==> config.mk <==
export PLATFORM = sky130hd
export DESIGN_NAME = acp_host
export DESIGN_NICKNAME = d
export VERILOG_FILES = /design/src/rtl/acp_pkg.sv /design/src/rtl/acp_timer.sv /design/src/rtl/acp_host.sv
export VERILOG_INCLUDE_DIRS = /design/src /design/src/rtl
export SDC_FILE = /design/constraint.sdc
export NUM_CORES = 1
export LEC_CHECK = 0
export ABC_CLOCK_PERIOD_IN_PS = 4700
export BUFFER_PORTS_ARGS = -buffer_cell sky130_fd_sc_hd__buf_2
export CORE_MARGIN = 3
export CORE_UTILIZATION = 55
export DETAILED_ROUTE_END_ITERATION = 10
export PLACE_DENSITY = 0.84
export SLEW_MARGIN = 15
export SYNTH_ARGS = -nofsm -noshare
export SYNTH_HDL_FRONTEND = slang
export SYNTH_SLANG_ARGS = --single-unit
==> constraint.sdc <==
create_clock -name clk -period 4.7 [get_ports clk]
set_input_delay 0.94 -clock clk [delete_from_list [all_inputs] [get_ports clk]]
set_output_delay 0.94 -clock clk [all_outputs]
set_load 0.005 [all_outputs]
==> src/rtl/acp_cfg.svh <==
/*
  timing constants for the converter port host controller.
  assumes a 125 MHz clk; counts derive from the ns figures.
*/
`ifndef ACP_CFG_SVH
`define ACP_CFG_SVH
`define ACP_CLK_PS          8000
`define ACP_T_CONV_NS       420
`define ACP_T_CSTART_NS     20
`define ACP_T_RD_CS_NS      30
`define ACP_T_RD_NS         30
`define ACP_T_ACCESS_NS     20
`define ACP_T_RELINQ_NS     20
`define ACP_T_ADDR_SU_NS    10
`define ACP_T_ADDR_HOLD_NS  15
`define ACP_T_CHSEL_NS      200
`define ACP_T_PERIOD_NS     500
`define ACP_T_PWR_INT_NS    25000
`define ACP_T_PWR_EXT_NS    1000
`define ACP_T_EOC_WAIT_NS   10
// slack for the done synchroniser beyond the conversion time
`define ACP_TMO_SLACK_CYC   8
// least times round up to whole cycles
`define ACP_CYC_UP(ns) (((ns) * 1000 + `ACP_CLK_PS - 1) / `ACP_CLK_PS)
`define ACP_CNT_W           16
`define ACP_ADDR_W          3
`define ACP_DATA_W          8
`endif

==> src/rtl/acp_pkg.sv <==
/*
  types for the converter port host controller.
  assumes acp_cfg.svh supplies the widths.
*/
`include "acp_cfg.svh"
package acp_pkg;
  typedef enum logic [6:0] {
    ACP_IDLE  = 7'h01,
    ACP_SETUP = 7'h02,
    ACP_START = 7'h04,
    ACP_CONV  = 7'h08,
    ACP_RDLO  = 7'h10,
    ACP_RDHI  = 7'h20,
    ACP_WAKE  = 7'h40
  } acp_state_t;
endpackage : acp_pkg

==> src/rtl/acp_timer.sv <==
/*
  down counter used for every pin timing interval of the host.
  assumes load and cen come from the same clock domain.
*/
`include "acp_cfg.svh"
module acp_timer (
  input  wire logic                   clk,   // system clock
  input  wire logic                   rst_n, // async reset, low
  input  wire logic                   cen,   // clock enable
  input  wire logic                   load,  // load a new count
  input  wire logic [`ACP_CNT_W-1:0]  value, // cycles to wait
  output logic                        done   // count exhausted
);
  logic [`ACP_CNT_W-1:0] cnt_q;

  always_ff @(posedge clk or negedge rst_n) begin
    if (!rst_n) begin
      cnt_q <= '0;
    end else if (cen) begin
      if (load) begin
        cnt_q <= value;
      end else if (cnt_q != '0) begin
        cnt_q <= cnt_q - 1'b1;
      end
    end
  end

  // done ignores load: callers load on done, so gating it would loop
  assign done = (cnt_q == '0);
endmodule : acp_timer

==> src/rtl/acp_host.sv <==
/*
  host controller that runs conversions on an eight-channel 8-bit
  converter through its clockless parallel pins and reads results.
  assumes the converter pins are asynchronous to clk; the done pin
  is synchronised, the byte bus is sampled late in the read strobe.
*/
`include "acp_cfg.svh"
// Functional notes
// - keep 30 ns from read strobe rising to next start falling.
// - wait 200 ns after a channel choice before starting it.
// - wake with internal reference takes 25 us after start rises.
// - wake with external reference takes 1 us after start rises.
// - start low pulse lasts at least 20 ns.
// - read strobe low pulse lasts at least 30 ns.
// - channel is chosen only by address during a read.
// - starts come no faster than 2 MSPS.
// - next channel stands on the address when read strobe falls.
module acp_host #(
  parameter int unsigned PWR_INT_CYC = `ACP_CYC_UP(`ACP_T_PWR_INT_NS)
) (
  input  wire logic                   clk,            // system clock
  input  wire logic                   rst_n,          // async reset, low
  input  wire logic                   cen,            // clock enable
  input  wire logic                   req_valid,      // convert request
  input  wire logic [`ACP_ADDR_W-1:0] req_chan,       // channel wanted
  input  wire logic                   req_sleep,      // power down after
  input  wire logic                   ext_ref,        // external reference
  output logic                        req_ready,      // request taken
  output logic                        rsp_valid,      // result pulse
  output logic [`ACP_DATA_W-1:0]      rsp_data,       // result code
  output logic [`ACP_ADDR_W-1:0]      rsp_chan,       // result channel
  output logic                        asleep,         // converter down
  output logic                        timeout_err,    // done never came
  output logic                        convert_start_n, // start strobe
  output logic                        port_select_n,  // chip select
  output logic                        read_strobe_n,  // read strobe
  output logic [`ACP_ADDR_W-1:0]      channel_addr,   // next channel
  input  wire logic                   conversion_done_n, // done pin
  input  wire logic [`ACP_DATA_W-1:0] sample_bus      // byte bus in
);
  localparam int unsigned CONV_CYC  = `ACP_CYC_UP(`ACP_T_CONV_NS);
  localparam int unsigned START_CYC = `ACP_CYC_UP(`ACP_T_CSTART_NS);
  localparam int unsigned GAP_CYC   = `ACP_CYC_UP(`ACP_T_RD_CS_NS);
  localparam int unsigned RD_CYC    = `ACP_CYC_UP(`ACP_T_RD_NS
                                      + `ACP_T_ACCESS_NS);
  localparam int unsigned RLQ_CYC   = `ACP_CYC_UP(`ACP_T_RELINQ_NS
                                      + `ACP_T_EOC_WAIT_NS);
  localparam int unsigned SU_CYC    = `ACP_CYC_UP(`ACP_T_ADDR_SU_NS);
  localparam int unsigned CHSEL_CYC = `ACP_CYC_UP(`ACP_T_CHSEL_NS);
  localparam int unsigned PER_CYC   = `ACP_CYC_UP(`ACP_T_PERIOD_NS);
  localparam int unsigned EXT_CYC   = `ACP_CYC_UP(`ACP_T_PWR_EXT_NS);
  // two synchroniser stages plus margin beyond the conversion time
  localparam int unsigned TMO_CYC   = CONV_CYC + `ACP_TMO_SLACK_CYC;

  function automatic logic [`ACP_CNT_W-1:0] cyc(input int unsigned n);
    return n[`ACP_CNT_W-1:0];
  endfunction : cyc

  acp_pkg::acp_state_t    state_q;
  logic [`ACP_ADDR_W-1:0] cur_chan_q;  // channel converting now
  logic [`ACP_ADDR_W-1:0] sel_chan_q;  // channel latched for next
  logic [`ACP_ADDR_W-1:0] dev_chan_q;  // channel the converter holds
  logic                   sleep_q;
  logic                   pend_q;      // request changed channel; clears as the read gap ends
  logic                   done_s1_q;
  logic                   done_s2_q;
  logic                   done_s3_q;
  logic                   done_fall;
  logic                   t_load;
  logic [`ACP_CNT_W-1:0]  t_val;
  logic                   t_done;
  logic                   p_load;
  logic                   p_done;

  acp_timer u_timer (
    .clk   (clk),
    .rst_n (rst_n),
    .cen   (cen),
    .load  (t_load),
    .value (t_val),
    .done  (t_done)
  );

  // separate rate timer so sample spacing survives the read phase
  acp_timer u_rate (
    .clk   (clk),
    .rst_n (rst_n),
    .cen   (cen),
    .load  (p_load),
    .value (cyc(PER_CYC)),
    .done  (p_done)
  );

  always_ff @(posedge clk or negedge rst_n) begin
    if (!rst_n) begin
      done_s1_q <= 1'b1;
      done_s2_q <= 1'b1;
      done_s3_q <= 1'b1;
    end else if (cen) begin
      done_s1_q <= conversion_done_n;
      done_s2_q <= done_s1_q;
      done_s3_q <= done_s2_q;
    end
  end
  // done pulse is 70 ns minimum, wide enough for two stages at 8 ns
  assign done_fall = done_s3_q && !done_s2_q;

  // next start waits for channel settle, spacing and read gap
  always_comb begin
    t_load = 1'b0;
    t_val  = '0;
    p_load = 1'b0;
    unique case (state_q)
      acp_pkg::ACP_IDLE: begin
        if (req_valid && !pend_q) begin
          t_load = 1'b1;
          t_val  = cyc(SU_CYC);
        end
      end
      acp_pkg::ACP_SETUP: begin
        if (t_done && p_done) begin
          t_load = 1'b1;
          t_val  = cyc(START_CYC);
          p_load = 1'b1;
        end
      end
      acp_pkg::ACP_START: begin
        if (t_done) begin
          t_load = 1'b1;
          t_val  = cyc(TMO_CYC);
        end
      end
      acp_pkg::ACP_CONV: begin
        if (done_fall || t_done) begin
          t_load = 1'b1;
          t_val  = cyc(RD_CYC);
        end
      end
      acp_pkg::ACP_RDLO: begin
        if (t_done) begin
          t_load = 1'b1;
          t_val  = cyc(GAP_CYC > CHSEL_CYC ?
                       GAP_CYC : CHSEL_CYC);
        end
      end
      acp_pkg::ACP_RDHI: begin
        if (t_done && sleep_q) begin
          t_load = 1'b1;
          t_val  = cyc(RLQ_CYC);
        end
      end
      acp_pkg::ACP_WAKE: begin
        if (t_done) begin
          t_load = 1'b1;
          t_val  = ext_ref ? cyc(EXT_CYC) : cyc(PWR_INT_CYC);
        end
      end
    endcase
  end

  always_ff @(posedge clk or negedge rst_n) begin
    if (!rst_n) begin
      state_q <= acp_pkg::ACP_IDLE;
    end else if (cen) begin
      unique case (state_q)
        acp_pkg::ACP_IDLE:
          if (req_valid && !pend_q) state_q <= asleep ?
            acp_pkg::ACP_WAKE : acp_pkg::ACP_SETUP;
        acp_pkg::ACP_SETUP:
          if (t_done && p_done) state_q <= acp_pkg::ACP_START;
        acp_pkg::ACP_START:
          if (t_done) state_q <= acp_pkg::ACP_CONV;
        acp_pkg::ACP_CONV:
          if (done_fall || t_done) state_q <= acp_pkg::ACP_RDLO;
        acp_pkg::ACP_RDLO:
          if (t_done) state_q <= acp_pkg::ACP_RDHI;
        acp_pkg::ACP_RDHI:
          if (t_done) state_q <= acp_pkg::ACP_IDLE;
        acp_pkg::ACP_WAKE:
          if (t_done) state_q <= acp_pkg::ACP_SETUP;
      endcase
    end
  end

  // channel is carried only by the address pins during a read
  always_ff @(posedge clk or negedge rst_n) begin
    if (!rst_n) begin
      sel_chan_q <= '0;
      dev_chan_q <= '0;
      cur_chan_q <= '0;
      sleep_q    <= 1'b0;
      pend_q     <= 1'b0;
    end else if (cen) begin
      if (state_q == acp_pkg::ACP_IDLE && req_valid && !pend_q) begin
        sel_chan_q <= req_chan;
        sleep_q    <= req_sleep;
        pend_q     <= (req_chan != sel_chan_q);
      end else if (state_q == acp_pkg::ACP_START) begin
        // a result belongs to the channel held before this read
        cur_chan_q <= dev_chan_q;
      end else if (state_q == acp_pkg::ACP_CONV
                   && (done_fall || t_done)) begin
        dev_chan_q <= sel_chan_q;
      end else if (state_q == acp_pkg::ACP_RDHI && t_done) begin
        pend_q     <= 1'b0;
      end
    end
  end

  // start pin: low pulse, held low through done when sleeping
  always_ff @(posedge clk or negedge rst_n) begin
    if (!rst_n) begin
      convert_start_n <= 1'b1;
    end else if (cen) begin
      if (state_q == acp_pkg::ACP_SETUP && t_done && p_done) begin
        convert_start_n <= 1'b0;
      end else if (state_q == acp_pkg::ACP_START && t_done && !sleep_q) begin
        convert_start_n <= 1'b1;
      end else if (state_q == acp_pkg::ACP_WAKE) begin
        convert_start_n <= 1'b1;
      end
    end
  end

  // sleep state takes sleep_q as the read gap ends and clears as the wake wait is loaded
  always_ff @(posedge clk or negedge rst_n) begin
    if (!rst_n) begin
      asleep <= 1'b0;
    end else if (cen) begin
      if (state_q == acp_pkg::ACP_RDHI && t_done) begin
        asleep <= sleep_q;
      end else if (state_q == acp_pkg::ACP_WAKE && t_done) begin
        asleep <= 1'b0;
      end
    end
  end

  // read strobe and select, with address stable across the fall
  always_ff @(posedge clk or negedge rst_n) begin
    if (!rst_n) begin
      read_strobe_n <= 1'b1;
      port_select_n <= 1'b1;
      channel_addr  <= '0;
    end else if (cen) begin
      channel_addr <= sel_chan_q;
      if (state_q == acp_pkg::ACP_CONV && (done_fall || t_done)) begin
        read_strobe_n <= 1'b0;
        port_select_n <= 1'b0;
      end else if (state_q == acp_pkg::ACP_RDLO && t_done) begin
        read_strobe_n <= 1'b1;
        port_select_n <= 1'b1;
      end
    end
  end

  // sample at the end of the low strobe, after the access time
  always_ff @(posedge clk or negedge rst_n) begin
    if (!rst_n) begin
      rsp_valid   <= 1'b0;
      rsp_data    <= '0;
      rsp_chan    <= '0;
      timeout_err <= 1'b0;
    end else if (cen) begin
      rsp_valid <= 1'b0;
      if (state_q == acp_pkg::ACP_CONV && t_done && !done_fall) begin
        timeout_err <= 1'b1;
      end else if (req_valid && state_q == acp_pkg::ACP_IDLE) begin
        timeout_err <= 1'b0;
      end
      if (state_q == acp_pkg::ACP_RDLO && t_done) begin
        rsp_valid <= 1'b1;
        rsp_data  <= sample_bus;
        rsp_chan  <= cur_chan_q;
      end
    end
  end

  assign req_ready = cen && state_q == acp_pkg::ACP_IDLE && !pend_q;
endmodule : acp_host

Yosys cells after proc, flatten, opt, wreduce, memory -nomap -nowiden:

Cells that the tools add are included.

* input bits: 18
* output and inout port bits: 21
* bits in registers: 72

* add/subtract/negate cells: 2
* muxes and demuxes: 43
* reductions and logical operators: 47
* bitwise logic cells: 2
* equality and inequality tests: 17

Operators by type and width (count)
* $pmux W16 S7: 1
* $mux W16: 4
* $mux W7: 8
* $pmux W7 S7: 1
* $logic_not A16 Y1: 2
* $reduce_bool A16 Y1: 2
* $sub A16 B1 Y16 const B: 2
* $mux W12: 2
* $mux W1: 20
* $logic_and A1 B1 Y1: 18
* $ne A2 B2 Y1 const B: 8
* $reduce_and A2 Y1: 8
* $reduce_bool A2 Y1: 6
* $reduce_and A4 Y1: 2
* $reduce_and A8 Y1: 1
* $eq A7 B1 Y1 const B: 1
* $eq A7 B2 Y1 const B: 1
* $eq A7 B3 Y1 const B: 1
* $eq A7 B4 Y1 const B: 1
* $eq A7 B5 Y1 const B: 1
* $eq A7 B6 Y1 const B: 1
* $eq A7 B7 Y1 const B: 1
* $mux W3: 2
* $mux W6: 1
* 11 further kinds: 16

Longest topological paths before layout:

Gate-level depths: netlist of the first run.

* depth after elaboration: 7
* gate-level depth with buffers: 10

Cells and area by module:

A second synthesis of the first run with hierarchy kept.

* cells, all modules: 437
* area, all modules: 4315.4 µm²

Modules (own cells, without submodules)
* acp_host: area each 2068.2 µm², cells each 174, seq. area each 1008.5 µm², times used 1
* acp_timer at u_rate: area each 1142.3 µm², cells each 136, seq. area each 400.4 µm², times used 1
* acp_timer at u_timer: area each 1104.8 µm², cells each 127, seq. area each 400.4 µm², times used 1

Worst setup path after synthesis of the first run:

No wires, ideal clock.

* path type: input-to-output
* from: in cen
* to: out req_ready
* stages on the path: 5
* buffers on the path: 3
* arrival time: 1.983 ns
* path slack: 1.777 ns
* required time: 3.760 ns
* cells stage by stage: clkbuf_1 -> buf_1 -> clkbuf_1 -> nand2_1 -> nor2_1

* cells in the longest elaborated chain, start to end: 2

RTL lines
* from (decl): RTL line acp_host.sv:23 `input wire logic cen,`
* $logic_and A1 B1 Y1 (2 in a row): RTL line acp_host.sv:278 `assign req_ready = cen && state_q == acp_pkg::ACP_IDLE && !pend_q;`
* to (decl): RTL line acp_host.sv:28 `output logic req_ready,`

Every way passes these cells.

Worst setup path in the final report of the first run:

* from: reg state_q[5]
* to: out req_ready

* cells in the longest elaborated chain, start to end: 3

RTL lines
* from (decl): RTL line acp_host.sv:59 `acp_pkg::acp_state_t state_q;`
* from (signal assigned): RTL line acp_host.sv:163 `state_q <= acp_pkg::ACP_IDLE;`
* from (signal assigned): RTL line acp_host.sv:167 `if (req_valid && !pend_q) state_q <= asleep ?`
* from (signal assigned): RTL line acp_host.sv:170 `if (t_done && p_done) state_q <= acp_pkg::ACP_START;`
* $eq A7 B1 Y1: RTL line acp_host.sv:278
* $logic_and A1 B1 Y1 (2 in a row): RTL line acp_host.sv:278

Every way passes these cells.

==> results.cfg, run 1 <==
[yosys]
synth-compound-area-share_pct = 12.3
netlist_area_mm2 = 0.00375
synthFlopType = dfrtp_1
synth_seq_area_share_pct = 48.2
muxShareOfSynthArea_pct = 10.1
synth_top_family_by_area = simple AND/OR/NAND/NOR gates
synthSimpleGateAreaFrac_pct = 20.4
synth-seq-cells = 72
synth-xor-area-share_pct = 4.20
synth_cells = 368
yosys_warnings = 0
synth_fa_ha_area_share_pct = 1.33
ys_types = 60
async_flop_share_pct = 100
postSynthAreaPerCell_um2 = 10.2
synth_edf_count = 0
synth_nets = 390

[worst_setup_path]
timing.rr.start = u_timer.cnt_q[4]
cp-startpoint = state_q[5]
cp-start-kind = flip-flop
path_max_fanout = 12
crit_type = flip-flop to primary output
crit_path_cell_trace = or4_4 > nor4_1 > nand2_1 > nor2_1 > buf_2
critPathCaptureType = primary output
max_stage_delay_ps = 610
crit_required_ps = 3760
crit_arrival_ps = 2450
cp_slowest_cell = nor4_1

[clock_network]
tritoncts = yes
cts_buffers = 9
cts_sinks = 72
cts.path.max_buffers = 2
root_buffer = clkbuf_8
ctsHoldBuffers = 0
postCtsResizedCells = 0
insertion_delay_ps = 360
cts_setup_buffers = 0
cts-htree-levels = 3
path_clk_slew_ps = 90

[global_route]
grt_max_degree = 44
grt_pass1_vias = 2912
groute.usage.overall_pct = 22.4
gr-total-overflow = 0
grt_pass1_wl_mm = 13.6
antenna_found_initial = 0

[status]
status = finished clean

[route]
post_drt_wl_per_cell_um = 16.2
vias = 2943
via_per_inst = 6.06
first_iter_violations = 292
drt-total-wl_mm = 7.89
drc = 0
antenna_left = 0
dr.pass1.iters = 6

[floorplanning]
dieArea_mm2 = 0.00785
die_width_um = 88.6
die_h_um = 88.6
core-area_mm2 = 0.00649
initial_core_util_pct = 57.8
num_rows = 29
num_io_pins = 39

[timing]
period_share_pct = 72.0
rsz0062_at_grt = false
hold_viol_final = 0
fmax_mhz = 295
skew_ps = 9.88
slew_violations = 0
tns_ps = 0
worst_pin_slew_ps = 942
max-slew-margin-rel_pct = 37.2
finalSetupViolCount = 0
period_needed_ps = 3390

[finish]
area_delta_synth_final_pct = 11.1
diodes = 0
fin_nets = 426
final_core_util_pct = 64.2
final_cell_count_no_fill = 486
final_common_cell = dfrtp_1
drive_gt1_share_pct = 24.7
final_cell_mix = 66 x dfrtp_1, 44 x nand2_1, 38 x buf_2
stdcell_area_mm2 = 0.00417

[hold_path]
hold_path.class = flip-flop to flip-flop
min_from = read_strobe_n

[placement]
port_buffers = 38
placed_cells = 470
gp_congestion = 0.901
hpwl_mm = 5.59
placed_cell_area_mm2 = 0.00397

[power_and_ir_drop]
p_int_w = 0.00130
power_frac_clock_pct = 21.9
swShare_pct = 40.8
combPwrFrac_pct = 37.1
p_leak_nw = 2.06
power.density_mw_per_mm2 = 525
total_power_w = 0.00219
seqPwrFrac_pct = 41.0
peakVddDrop_v = 0.000204
p_switching_w = 0.000892

[job]
cap_violations = 0
## synthesized netlist by cell type, drive strengths merged, types with 5 or more instances
library cell  instances  area (um2)
mux2                 31         349
nand3                 9        45.0
nand4                 9        62.6
or4                   5        45.0
xnor2                 8        70.1
buf                   7        50.0
a31oi                 8        50.1
nor4                 12        75.1
nor2                 20        75.1
inv                  14        52.6
o21ai                17        85.1
nor3                 19         100
clkbuf                7        26.3
dfstp                 6         158
a21oi                 7        35.0
xor2                 10        87.6
nand2                44         165
or3                   6        37.5
dfrtp                66        1650
## state kept, by name, indices dropped and copies added, names as in the netlist, 7 cells and up
name           flops
state_q            7
u_timer.cnt_q     16
rsp_data           8
u_rate.cnt_q      16
## per-layer routing
layer	wire (um)	up-vias	global-route usage [%]
li1	-	1414	-
met1	3560	1425	28.3
met2	3790	89	36.2
met3	377	15	6.33
met4	161	0	9.62
met5	0	-	0
## area by class of cell
class	count	area (um2)
repair buffers	39	198
fillers	523	2330
inverters	14	52.6
multi-input cells	268	1810
flip-flops and latches	72	1810
well taps	77	96.3
clock inverters	7	73.8
clock buffers	9	124
## path summary, 6_finish.rpt
kind	depth (start not counted)	slack, ps	end
max	5	1310	req_ready
min	2	480	read_strobe_n
max reg2reg	7	1530	pend_q
min reg2reg	2	480	read_strobe_n
max in group asynchronous	2	3020	state_q[0]
min in group asynchronous	1	710	rsp_data[6]
## stage by stage
step                      hold slack [ps]  worst slack [ps]
after floorplan                       449              1780
after global placement                470              1600
after detailed placement              470              1570
after CTS                             486              1330
after global routing                  503              1120
final                                 482              1310
## power by group through the flow
stage	Combinational, W	Clock, W	Sequential (W)
6_report	0.000812	0.000479	0.000897
5_1_grt	0.000910	0.000527	0.000915
4_1_cts	0.000803	0.000497	0.000892
3_5_place_dp	0.000797	0	0.000904
3_3_place_gp	0.000768	0	0.000896
2_1_floorplan	0.000667	0	0.000859
## logic make-up (layout without fill, tap and decap cells)
kind of cell,count (synthesis),count (layout)
buffers and inverters,28,69
muxes,34,34
and+or+nand+nor,146,146
adders and majority gates,4,4
AOI/OAI and AO/OA,66,66
DFF,72,72
xor gates and xnor gates,18,18
## critical path, delay by kind of cell (launching register included)
kind	cells	cell delay (ps)
AND/OR/NAND/NOR	4	1450
buffers and inverters	1	120
flip-flops	1	510
No activity file was read; power rests on OpenSTA's default activity.
==> run 2, diff against run 1 <==
ABC_AREA = 1   (was not set)
ABC_CLOCK_PERIOD_IN_PS = 2900   (was 4700)
CORE_UTILIZATION = 54   (was 55)
PLACE_DENSITY = 0.85   (was 0.84)
clock period = 2.9 ns   (was 4.7 ns; I/O delays follow)
==> run 2 against run 1 <==
  * Global-route usage increased by 0.94 points
  * Non-clock buffer count increased by 2
  * Final cell count increased by 39%
  * Critical path depth increased by 9
  * Flip-flop and latch count unchanged
  * Register-to-register slack got worse by 1000 ps
  * Setup slack got worse by 810 ps
  * Sequential power increased by 79%
  * Die area increased by 13%
  * Count of clock-buffer cells in the layout increased by 2
  * First-iteration DRC count decreased by 1.0%
  * Clock skew increased by 0.84 ps
  * Critical path type is now flip-flop to flip-flop
  * Critical endpoint is now u_rate.cnt_q[6]
==> results.cfg, run 2 <==
[finish]
area_delta_synth_final_pct = 11.9
stdcell_area_mm2 = 0.00470
reg_top3 = u_rate.cnt_q x16, u_timer.cnt_q x16, rsp_data x8
fin_nets = 592
final_common_cell = nand2_1
drive_gt1_share_pct = 19.8
final_cell_mix = 160 x nand2_1, 66 x dfrtp_1, 57 x nor2_1
diodes = 0

[worst_setup_path]
path_max_fanout = 10
max_stage_delay_ps = 380
critPathCaptureType = flip-flop
crit_arrival_ps = 2670
crit_type = flip-flop to flip-flop
crit_path_frequent_cell = nand2_1
crit_path_cell_trace = inv_1 > ha_1 > inv_1 > nor2_1 > nand2_1 > nor2_1 > nand2_1 > nand2_1 > inv_1 > nor2_2 > inv_1 > nand2_1 > nand2_1 > a21oi_1
cp_slowest_cell = dfrtp_1
cp-start-kind = flip-flop
crit_required_ps = 3180

[route]
met1Wirelength_mm = 4.15
post_drt_wl_per_cell_um = 14.1
drt-total-wl_mm = 9.50
first_iter_violations = 289
wl_met2_mm = 4.68
via_per_inst = 5.40
met3_wirelength_um = 462
vias = 3638
dr.pass1.iters = 5
drc = 0
dr.max_layer_used = met4
antenna_left = 0

[yosys]
synthFlopType = dfrtp_1
yosys_warnings = 0
ys_types = 44
netlist_area_mm2 = 0.00420
synth_top_area_share_pct = 39.3
async_flop_share_pct = 100
synth_top_area_cell = dfrtp_1
synth_nets = 550
synth_cells = 528
synth_seq_area_share_pct = 43.0
postSynthAreaPerCell_um2 = 7.96
synth.most_common_cell = nand2_1
synth_commonest_cells = 160 x nand2_1, 66 x dfrtp_1, 57 x nor2_1
synth-seq-cells = 72
synth_edf_count = 0
ys_top_cells_by_area = dfrtp_1 39%, nand2_1 14%, nor2_1 5.1%, inv_1 4.0%, dfstp_2 3.8%

[floorplanning]
die_width_um = 94.2
initial_core_util_pct = 56.7
num_rows = 31
num_io_pins = 39
die_h_um = 94.2
dieArea_mm2 = 0.00888
core-area_mm2 = 0.00741

[placement]
placed_cell_area_mm2 = 0.00447
hpwl_mm = 7.12
gp_congestion = 0.919
port_buffers = 38

[clock_network]
cts.path.max_buffers = 2
path_clk_slew_ps = 80
cts_buffers = 9
postCtsResizedCells = 0
cts-htree-levels = 3
tritoncts = yes
cts_sinks = 72
ctsHoldBuffers = 0
root_buffer = clkbuf_8
cts_setup_buffers = 0
insertion_delay_ps = 360

[power_and_ir_drop]
power.density_mw_per_mm2 = 1020
total_power_w = 0.00479
peakVddDrop_v = 0.000549
p_leak_nw = 2.41

[global_route]
antenna_found_initial = 0
gr-total-overflow = 0
grt_max_degree = 41
grt_pass1_vias = 3563
grt_pass1_wl_mm = 16.4
groute.usage.overall_pct = 23.3

[timing]
worst_pin_slew_ps = 747
slew_violations = 0
fin_worst_hold_slack_ps = 281
period_needed_ps = 2390
skew_ps = 10.7
fmax_mhz = 418
tns_ps = 0
rsz0062_at_grt = false
period_share_pct = 82.5
finalSetupViolCount = 0
hold_viol_final = 0
max-slew-margin-rel_pct = 50.2

[hold_path]
hold_path.class = primary input to async pin

[status]
status = finished clean

[job]
cap_violations = 0
run 2: cell types whose count changed in the layout (fill, tap and decap cells not counted), sizes merged, moves of 6 or more:
cell   change
xor2       +8
nand2    +128
nor4       -9
nor3      -12
or3        -6
nor2      +58
a21oi      +7
mux2      -23
inv       +30
o21ai     +17
nand3     +11
a31oi      -6
run 2: cell families after synthesis:
group | share of synthesized area (%)
adders and majority gates | 1.19
and+or+nand+nor | 33.7
DFF | 43.0
AOI/OAI and AO/OA | 8.75
buffers and inverters | 6.37
muxes | 2.14
xor gates and xnor gates | 4.79
run 2: layout make-up:
cell class                      count  area, um2
Timing Repair Buffer               41        225
Fill cell                         634       2700
Clock buffer                       11        151
Multi-Input combinational cell    396       2130
Inverter                           50        190
Clock inverter                      5       78.8
Sequential cell                    72       1810
Tap cell                           99        124
run 2: final timing paths:
kind                              startpoint               to  slack, ps  cells past startpoint
min reg2reg                        done_s1_q        done_s1_q        470                      2
max                          u_rate.cnt_q[0]  u_rate.cnt_q[6]        510                     14
max reg2reg                  u_rate.cnt_q[0]  u_rate.cnt_q[6]        510                     14
max in group asynchronous              rst_n  convert_start_n       1870                      2
min                                    rst_n  channel_addr[1]        280                      1
min in group clk           conversion_done_n        done_s1_q        430                      3
run 2: power by group:
part / internal [W] / switching [W]
logic: 0.000796 / 0.00147
clock network: 0.000530 / 0.000383
registers: 0.00133 / 0.000285
total: 0.00265 / 0.00214
run 2: routing by layer:
metal	global-route usage, %	up-vias
li1	-	1777
met1	29.6	1744
met2	38.3	99
met3	5.21	18
met4	9.99	0
met5	0	-
run 2: worst max-delay path: cells and delay by family (launching register included):
kind                       cells  cell delay (ps)
and+or+nand+nor                8             1090
buffers and inverters          4              520
AOI/OAI and AO/OA              1              150
DFF                            1              380
adders and majority gates      1              160
run 2: per-stage QoR:
| stage | instances | setup WS [ps] | util (%) |
|---|---|---|---|
| after global placement | 658 | 700 | 60.4 |
| after CTS | 674 | 522 | 63.5 |
| after global routing | 674 | 345 | 63.5 |
| after detailed placement | 658 | 550 | 60.4 |
| final | 674 | 507 | 63.5 |
| after floorplan | 528 | 1020 | - |
